[src/inc/cci_pkg.sv]
// Purpose: constants shared by the CAN control and interrupt block
// Assumes: 32-bit AXI4-Lite register access, one word per register
// Notes: offsets are byte addresses
package cci_pkg;
  localparam int unsigned ADDR_W = 8;
  // register offsets
  localparam logic [ADDR_W-1:0] ADDR_MODULE_CONTROL = 8'h00;
  localparam logic [ADDR_W-1:0] ADDR_INTERRUPT_ENABLE_FLAG = 8'h04;
  // module control fields
  localparam int unsigned MODULE_ON_BIT = 15;
  localparam int unsigned HALT_IN_IDLE_BIT = 13;
  localparam int unsigned MODULE_ACTIVE_BIT = 11;
  localparam int unsigned COUNT_LSB = 0;
  localparam int unsigned COUNT_W = 5;
  localparam logic [COUNT_W-1:0] COUNT_MAX = 5'h12;
  localparam int unsigned DATA_BITS_MAX = 18;
  // interrupt register layout: enables sit EN_SHIFT above their flags
  localparam int unsigned EN_SHIFT = 16;
  localparam logic [15:0] FLAG_IMPL = 16'hf80f;
  localparam int unsigned BAD_MESSAGE_BIT = 15;
  localparam int unsigned WAKEUP_BIT = 14;
  localparam int unsigned BUS_ERROR_BIT = 13;
  localparam int unsigned SYSTEM_ERROR_BIT = 12;
  localparam int unsigned RX_OVERFLOW_BIT = 11;
  localparam int unsigned MODE_CHANGE_BIT = 3;
  localparam int unsigned TIMESTAMP_BIT = 2;
  localparam int unsigned RX_BUFFER_BIT = 1;
  localparam int unsigned TX_BUFFER_BIT = 0;
  // reset values
  localparam logic [15:0] RST_ENABLES = 16'h0000;
  localparam logic [15:0] RST_FLAGS = 16'h0000;
  localparam logic [COUNT_W-1:0] RST_COUNT = 5'h00;
  // bus answers
  localparam logic [1:0] RESP_OKAY = 2'b00;
  localparam logic [1:0] RESP_SLVERR = 2'b10;
endpackage

[src/verilog/cci_core.sv]
// Purpose: control and interrupt section of a CAN controller, AXI4-Lite slave
// Assumes: event strobes and status levels come from logic on aclk
// Notes: two registers, module control and interrupt enable/flag
//
// Notes on behaviour
// halt_in_idle set stops the module in system idle; clear keeps it running.
// module_active reads 1 while active, 0 only once fully disabled.
// filter_data_bit_count selects how many data bits compare, 0 to 18.
// software must not write counts 19 to 31; they are invalid.
// switch-off waits for the current transaction; active stays set meanwhile.
// software polls module_active until 0 after requesting switch-off.
// enables in bits 31..27 gate the five error-class requests.
// enables in bits 19..16 gate mode, timestamp, rx and tx requests.
// event flags at 15..11 and 3..0, each sixteen below its enable.
// unimplemented bits read zero; enables and flags reset to zero.
// interrupt asserts whenever a flag and its enable are both set.
`timescale 1ns/1ps
`default_nettype none
module cci_core (
  // clock and reset
  input wire logic aclk,
  input wire logic aresetn,
  // axi4-lite write
  input wire logic [cci_pkg::ADDR_W-1:0] s_axi_awaddr,
  input wire logic s_axi_awvalid,
  output logic s_axi_awready,
  input wire logic [31:0] s_axi_wdata,
  input wire logic [3:0] s_axi_wstrb,
  input wire logic s_axi_wvalid,
  output logic s_axi_wready,
  output logic [1:0] s_axi_bresp,
  output logic s_axi_bvalid,
  input wire logic s_axi_bready,
  // axi4-lite read
  input wire logic [cci_pkg::ADDR_W-1:0] s_axi_araddr,
  input wire logic s_axi_arvalid,
  output logic s_axi_arready,
  output logic [31:0] s_axi_rdata,
  output logic [1:0] s_axi_rresp,
  output logic s_axi_rvalid,
  input wire logic s_axi_rready,
  // system and protocol engine status
  input wire logic system_idle,
  input wire logic transaction_busy,
  // event strobes from the protocol engine
  input wire logic ev_bad_message,
  input wire logic ev_wakeup,
  input wire logic ev_bus_error,
  input wire logic ev_system_error,
  input wire logic ev_rx_overflow,
  input wire logic ev_mode_change,
  input wire logic ev_timestamp,
  input wire logic ev_rx_buffer,
  input wire logic ev_tx_buffer,
  // control towards the protocol engine
  output logic module_run,
  output logic module_active,
  output logic [cci_pkg::DATA_BITS_MAX-1:0] data_compare_mask,
  output logic irq
);

  ////////////////////////////////////////////////////////////////////////////
  // state
  logic aw_held_q, aw_held_d, w_held_q, w_held_d;
  logic [cci_pkg::ADDR_W-1:0] waddr_q, waddr_d;
  logic [31:0] wdata_q, wdata_d;
  logic [3:0] wstrb_q, wstrb_d;
  logic bvalid_q, bvalid_d;
  logic [1:0] bresp_q, bresp_d;
  logic rvalid_q, rvalid_d;
  logic [1:0] rresp_q, rresp_d;
  logic [31:0] rdata_q, rdata_d;
  logic on_q, on_d, halt_q, halt_d;
  logic active_q, active_d, run_q, run_d, irq_q, irq_d;
  logic [cci_pkg::COUNT_W-1:0] count_q, count_d;
  logic [15:0] en_q, en_d, flag_q, flag_d;
  logic [cci_pkg::DATA_BITS_MAX-1:0] mask_q, mask_d;
  logic [15:0] events;
  logic do_write;
  logic [31:0] ctrl_word, int_word;

  assign events = {ev_bad_message, ev_wakeup, ev_bus_error, ev_system_error,
                   ev_rx_overflow, 7'h00, ev_mode_change, ev_timestamp,
                   ev_rx_buffer, ev_tx_buffer};

  // unimplemented positions are never stored, so they read zero
  always_comb begin
    ctrl_word = 32'h0000_0000;
    ctrl_word[cci_pkg::MODULE_ON_BIT] = on_q;
    ctrl_word[cci_pkg::HALT_IN_IDLE_BIT] = halt_q;
    ctrl_word[cci_pkg::MODULE_ACTIVE_BIT] = active_q;
    ctrl_word[cci_pkg::COUNT_LSB +: cci_pkg::COUNT_W] = count_q;
    int_word = {en_q & cci_pkg::FLAG_IMPL, flag_q & cci_pkg::FLAG_IMPL};
  end

  ////////////////////////////////////////////////////////////////////////////
  // bus: address and data are caught in either order, then answered
  assign do_write = aw_held_q && w_held_q && !bvalid_q;

  always_comb begin
    aw_held_d = aw_held_q;
    w_held_d = w_held_q;
    waddr_d = waddr_q;
    wdata_d = wdata_q;
    wstrb_d = wstrb_q;
    bvalid_d = bvalid_q;
    bresp_d = bresp_q;
    rvalid_d = rvalid_q;
    rresp_d = rresp_q;
    rdata_d = rdata_q;
    if (s_axi_awvalid && !aw_held_q) begin
      aw_held_d = 1'b1;
      waddr_d = s_axi_awaddr;
    end
    if (s_axi_wvalid && !w_held_q) begin
      w_held_d = 1'b1;
      wdata_d = s_axi_wdata;
      wstrb_d = s_axi_wstrb;
    end
    if (do_write) begin
      bvalid_d = 1'b1;
      aw_held_d = 1'b0;
      w_held_d = 1'b0;
      if (waddr_q == cci_pkg::ADDR_MODULE_CONTROL ||
          waddr_q == cci_pkg::ADDR_INTERRUPT_ENABLE_FLAG) begin
        bresp_d = cci_pkg::RESP_OKAY;
      end else begin
        bresp_d = cci_pkg::RESP_SLVERR;
      end
    end
    if (bvalid_q && s_axi_bready) begin
      bvalid_d = 1'b0;
    end
    if (s_axi_arvalid && !rvalid_q) begin
      rvalid_d = 1'b1;
      rresp_d = cci_pkg::RESP_OKAY;
      if (s_axi_araddr == cci_pkg::ADDR_MODULE_CONTROL) begin
        rdata_d = ctrl_word;
      end else if (s_axi_araddr == cci_pkg::ADDR_INTERRUPT_ENABLE_FLAG) begin
        rdata_d = int_word;
      end else begin
        rdata_d = 32'h0000_0000;
        rresp_d = cci_pkg::RESP_SLVERR;
      end
    end else if (rvalid_q && s_axi_rready) begin
      rvalid_d = 1'b0;
    end
  end

  always_ff @(posedge aclk) begin
    if (!aresetn) begin
      aw_held_q <= 1'b0;
      w_held_q <= 1'b0;
      waddr_q <= '0;
      wdata_q <= 32'h0000_0000;
      wstrb_q <= 4'h0;
      bvalid_q <= 1'b0;
      bresp_q <= cci_pkg::RESP_OKAY;
      rvalid_q <= 1'b0;
      rresp_q <= cci_pkg::RESP_OKAY;
      rdata_q <= 32'h0000_0000;
    end else begin
      aw_held_q <= aw_held_d;
      w_held_q <= w_held_d;
      waddr_q <= waddr_d;
      wdata_q <= wdata_d;
      wstrb_q <= wstrb_d;
      bvalid_q <= bvalid_d;
      bresp_q <= bresp_d;
      rvalid_q <= rvalid_d;
      rresp_q <= rresp_d;
      rdata_q <= rdata_d;
    end
  end

  assign s_axi_awready = !aw_held_q;
  assign s_axi_wready = !w_held_q;
  assign s_axi_bvalid = bvalid_q;
  assign s_axi_bresp = bresp_q;
  assign s_axi_arready = !rvalid_q;
  assign s_axi_rvalid = rvalid_q;
  assign s_axi_rresp = rresp_q;
  assign s_axi_rdata = rdata_q;

  ////////////////////////////////////////////////////////////////////////////
  // registers and block behaviour
  always_comb begin
    on_d = on_q;
    halt_d = halt_q;
    count_d = count_q;
    en_d = en_q;
    if (do_write && waddr_q == cci_pkg::ADDR_MODULE_CONTROL) begin
      if (wstrb_q[1]) begin
        on_d = wdata_q[cci_pkg::MODULE_ON_BIT];
        halt_d = wdata_q[cci_pkg::HALT_IN_IDLE_BIT];
      end
      if (wstrb_q[0]) begin
        count_d = wdata_q[cci_pkg::COUNT_LSB +: cci_pkg::COUNT_W];
      end
    end
    if (do_write && waddr_q == cci_pkg::ADDR_INTERRUPT_ENABLE_FLAG) begin
      if (wstrb_q[3]) begin
        en_d[15:8] = wdata_q[31:24] & cci_pkg::FLAG_IMPL[15:8];
      end
      if (wstrb_q[2]) begin
        en_d[7:0] = wdata_q[23:16] & cci_pkg::FLAG_IMPL[7:0];
      end
    end
    // write one clears a flag; a same-cycle event wins over the clear
    flag_d = flag_q;
    if (do_write && waddr_q == cci_pkg::ADDR_INTERRUPT_ENABLE_FLAG) begin
      flag_d = flag_q & ~({{8{wstrb_q[1]}}, {8{wstrb_q[0]}}} & wdata_q[15:0]);
    end
    flag_d = (flag_d | events) & cci_pkg::FLAG_IMPL;
    // a switch-off request holds active until the transaction ends
    active_d = on_q || transaction_busy;
    run_d = on_q && !(halt_q && system_idle);
    irq_d = |(flag_q & en_q);
  end

  // counts above the legal top compare the full eighteen bits
  genvar gi;
  generate
    for (gi = 0; gi < cci_pkg::DATA_BITS_MAX; gi++) begin : g_mask
      assign mask_d[gi] = (count_q > cci_pkg::COUNT_MAX) ||
                          (count_q > cci_pkg::COUNT_W'(gi));
    end
  endgenerate

  always_ff @(posedge aclk) begin
    if (!aresetn) begin
      on_q <= 1'b0;
      halt_q <= 1'b0;
      count_q <= cci_pkg::RST_COUNT;
      en_q <= cci_pkg::RST_ENABLES;
      flag_q <= cci_pkg::RST_FLAGS;
      active_q <= 1'b0;
      run_q <= 1'b0;
      irq_q <= 1'b0;
      mask_q <= '0;
    end else begin
      on_q <= on_d;
      halt_q <= halt_d;
      count_q <= count_d;
      en_q <= en_d;
      flag_q <= flag_d;
      active_q <= active_d;
      run_q <= run_d;
      irq_q <= irq_d;
      mask_q <= mask_d;
    end
  end

  assign module_run = run_q;
  assign module_active = active_q;
  assign data_compare_mask = mask_q;
  assign irq = irq_q;
endmodule
`default_nettype wire

[config.mk]
export PLATFORM = sky130hd
export DESIGN_NAME = cci_core
export DESIGN_NICKNAME = d
export VERILOG_FILES = /design/src/inc/cci_pkg.sv /design/src/verilog/cci_core.sv
export SDC_FILE = /design/constraint.sdc
export NUM_CORES = 1
export LEC_CHECK = 0
export BUFFER_PORTS_ARGS = -buffer_cell sky130_fd_sc_hd__clkbuf_2
export CAP_MARGIN = 20
export CORE_MARGIN = 1.5
export CORE_UTILIZATION = 40
export CTS_BUF_LIST = sky130_fd_sc_hd__clkbuf_4
export CTS_CLUSTER_SIZE = 20
export DETAILED_ROUTE_END_ITERATION = 10
export PLACE_DENSITY = 0.63
export RECOVER_POWER = 100
export SLEW_MARGIN = 0
export SYNTH_ARGS = -nofsm -noshare
export SYNTH_HDL_FRONTEND = slang
export SYNTH_SLANG_ARGS = --single-unit
[constraint.sdc]
create_clock -name aclk -period 4.25 [get_ports aclk]
set_input_delay 0.425 -clock aclk [delete_from_list [all_inputs] [get_ports aclk]]
set_output_delay 0.425 -clock aclk [all_outputs]
set_load 0.005 [all_outputs]
==> summary.md <==
| Metric | Value |
|---|---|
| Status | complete, but fails checks |
| Failing checks | max-capacitance violations, max-slew violations |
| Skew final | 0.0198 ns |
| Port bufs | 103 |
| Slew Limit Fails | 50 |
| Hold-fix buffers, CTS | 0 |
| CTS Buf Count | 9 |
| # rows | 36 |
| CTS tree | built |
| Final Total Pwr | 1.64 mW |
| DRT iter0 DRCs | 186 |
| Total grt overflow | 0 |
| Die footprint | 0.0105 mm² |
| CP Launch Type | input port |
| Final GP Congestion | 0.834 |
| Wire length per cell | 13.7 µm |
| Buffer levels on the longest clock path | 2 |
| P per Cell Area | 358 mW/mm² |
| Top_reg_cell synth | dfxtp_1 |
| Period minus WS final | 2.77 ns |
| Ys async rst share | 0% |
| Max Clk Rate | 361 MHz |
| H-tree depth | 3 |
| DRC | 0 |
| Hold Path Class | in -> reg |
| Setup Total Neg Slack | 0 ns |
| CTS clk-pin slew, worst paths | 0.17 ns |
| WP data required | 4.65 ns |
| Syn-to-layout area delta | 15.6% |
| First-pass GRT wire length | 14400 µm |
| Slew margin rel. | -24.2% |
| Final nets | 602 |
| Die Ht | 103 µm |
| Synth unique cells | 40 |
| Max FO, Critical Path | 49 |
| Post-synthesis sequential area ratio | 51.5% |
| Max Cap Viol | 1 |
| Most common cell after layout, fill and taps aside | dfxtp_1 |
| CTS resizes | 0 |
| RSZ-0062 raised after global routing | no |
| Worst Setup End Kind | flip-flop |
| Slew @ Worst Pin | 1.86 ns |
| Vias in the first global route | 3025 |
| Netlist Area Pre-Place | 0.00397 mm² |
| # IOs | 132 |
| EDFF count, synth | 0 |
| Leak pwr | 1.89 nW |
| Share of layout cells above drive strength 1 | 18.8% |
| Antenna-violating nets left | 0 |
| Syn Inst Count | 442 |
| Setup violations, final | 0 |
| Chip Width | 103 µm |
| Peak supply drop | 184 µV |
| Cell area after layout | 0.00459 mm² |
| Area after DPL | 0.00451 mm² |
| Sink Count | 102 |
| CORE AREA | 0.00968 mm² |
| Clock root buffer | clkbuf_4 |
| Final WL | 9160 µm |
| Crit Path Class | in -> reg |
| Arr. time, crit path | 3.17 ns |
| Via count | 3265 |
| Dpl hpwl | 6680 µm |
| Pre-Repair DR Iteration Count | 4 |
| Hold Violations, Final | 0 |
| Post-Syn Area per Cell | 8.98 µm² |
| Tot GR Track Use | 17.8% |
| Seq cells post-synth | 102 |
| Syn. warnings | 0 |
| Total setup buffers inserted after CTS | 0 |
| Insertion delay to the later sink of the worst-skew pair | 0.45 ns |
| Via density | 4.87 |
| Final Cycle Share | 65.1% |
| Largest net degree at the start of global routing | 50 |
| Ant. Diodes | 0 |
| Initial core utilization | 41.0% |
| Initial antenna violation count | 0 |
| Most frequent cells in the layout | dfxtp_1 (102), nand2_1 (85), clkbuf_2 (74) |
-- critical path: stages --
cell and delay (ns):
clkbuf_2 0.23, clkbuf_1 1.37, inv_1 0.17, nor2_1 0.71, a22o_1 0.25
-- flip-flops by register name, indices dropped and copies added (netlist names) --
signal and count:
s_axi_rdata 19, wdata_q 19, data_compare_mask 18, en_q 9, flag_q 9, waddr_q 8, count_q 5, wstrb_q 4
aw_held_q 1, halt_q 1, irq 1, module_active 1, module_run 1, on_q 1, s_axi_bresp 1, s_axi_bvalid 1
s_axi_rresp 1, s_axi_rvalid 1, w_held_q 1
-- stage by stage --
step           setup slack (ns)  hold slack, ns  util, %  cells
3_3_place_gp               2.05           0.427     46.5    654
4_1_cts                    2.26           0.130     48.0    670
3_5_place_dp               2.05           0.433     46.5    654
6_report                   1.48           0.157     47.4    670
5_1_grt                    1.12           0.126     47.4    670
2_1_floorplan              2.58           0.415        -    456
-- layer usage --
metal / global-route usage, % / routed length (µm) / vias up
li1: - / - / 1663
met4: 4.85 / 99 / 0
met3: 4.14 / 472 / 6
met2: 29.2 / 4100 / 88
met1: 23.6 / 4490 / 1508
met5: 0 / 0 / -
-- cell usage after synthesis (2+ instances only) --
| cell type | number | share of area (%) |
|---|---|---|
| and2_1 | 2 | 0.32 |
| nor4_2 | 3 | 0.95 |
| buf_1 | 3 | 0.28 |
| o211ai_1 | 7 | 1.3 |
| o21ai_0 | 13 | 1.6 |
| and3b_1 | 7 | 1.5 |
| buf_4 | 15 | 2.8 |
| clkbuf_1 | 21 | 2.0 |
| a221oi_1 | 2 | 0.44 |
| o21a_1 | 2 | 0.38 |
| or4b_2 | 3 | 0.76 |
| dfxtp_1 | 102 | 51 |
| nor3_1 | 5 | 0.63 |
| nor4_4 | 3 | 1.6 |
| a21o_1 | 2 | 0.38 |
| nand2b_1 | 4 | 0.63 |
| nand4_1 | 8 | 1.3 |
| a31oi_1 | 6 | 0.95 |
| a22o_1 | 12 | 2.6 |
| nor2_1 | 28 | 2.6 |
| mux2i_1 | 24 | 6.1 |
| nand3_1 | 7 | 0.88 |
| nor2b_1 | 4 | 0.63 |
| inv_1 | 21 | 2.0 |
| a21oi_1 | 39 | 4.9 |
| nand2_1 | 85 | 8.0 |
-- path summary, 6_finish.rpt --
| path | end | slack (ns) | startpoint | cells after the start |
|---|---|---|---|---|
| worst min-delay path | module_run | 0.16 | system_idle | 2 |
| worst max-delay path | s_axi_rdata[19] | 1.48 | aresetn | 5 |
| worst min register to register | flag_q[12] | 0.45 | wdata_q[12] | 1 |
| worst max register to register | count_q[1] | 1.72 | waddr_q[0] | 3 |
-- power by group --
part | total [mW] | internal [mW] | switching, mW | leakage [nW]
clock | 0.499 | 0.142 | 0.357 | 0.0781
sequential | 1.01 | 0.986 | 0.0217 | 0.831
combinational | 0.136 | 0.0524 | 0.0836 | 0.977
-- area by class of cell --
class | count | area, µm²
fill | 1010 | 5090
sequential | 102 | 2040
multi-input combinational | 292 | 1660
timing repair buffer | 106 | 498
tap | 133 | 166
inverter | 21 | 78.8
clock inverter | 7 | 73.8
clock buffer | 9 | 67.6
-- logic make-up (layout without fill, tap and decap cells) --
| logic type | Yosys count | count (layout) | synth area share, % |
|---|---|---|---|
| muxes | 24 | 24 | 6.05 |
| and+or+nand+nor | 165 | 165 | 21.2 |
| other | 1 | 15 | 0.0945 |
| buffers and inverters | 62 | 143 | 7.50 |
| AOI/OAI and AO/OA | 88 | 88 | 13.7 |
| DFF | 102 | 102 | 51.5 |
Power figures use the tool's default switching activity.
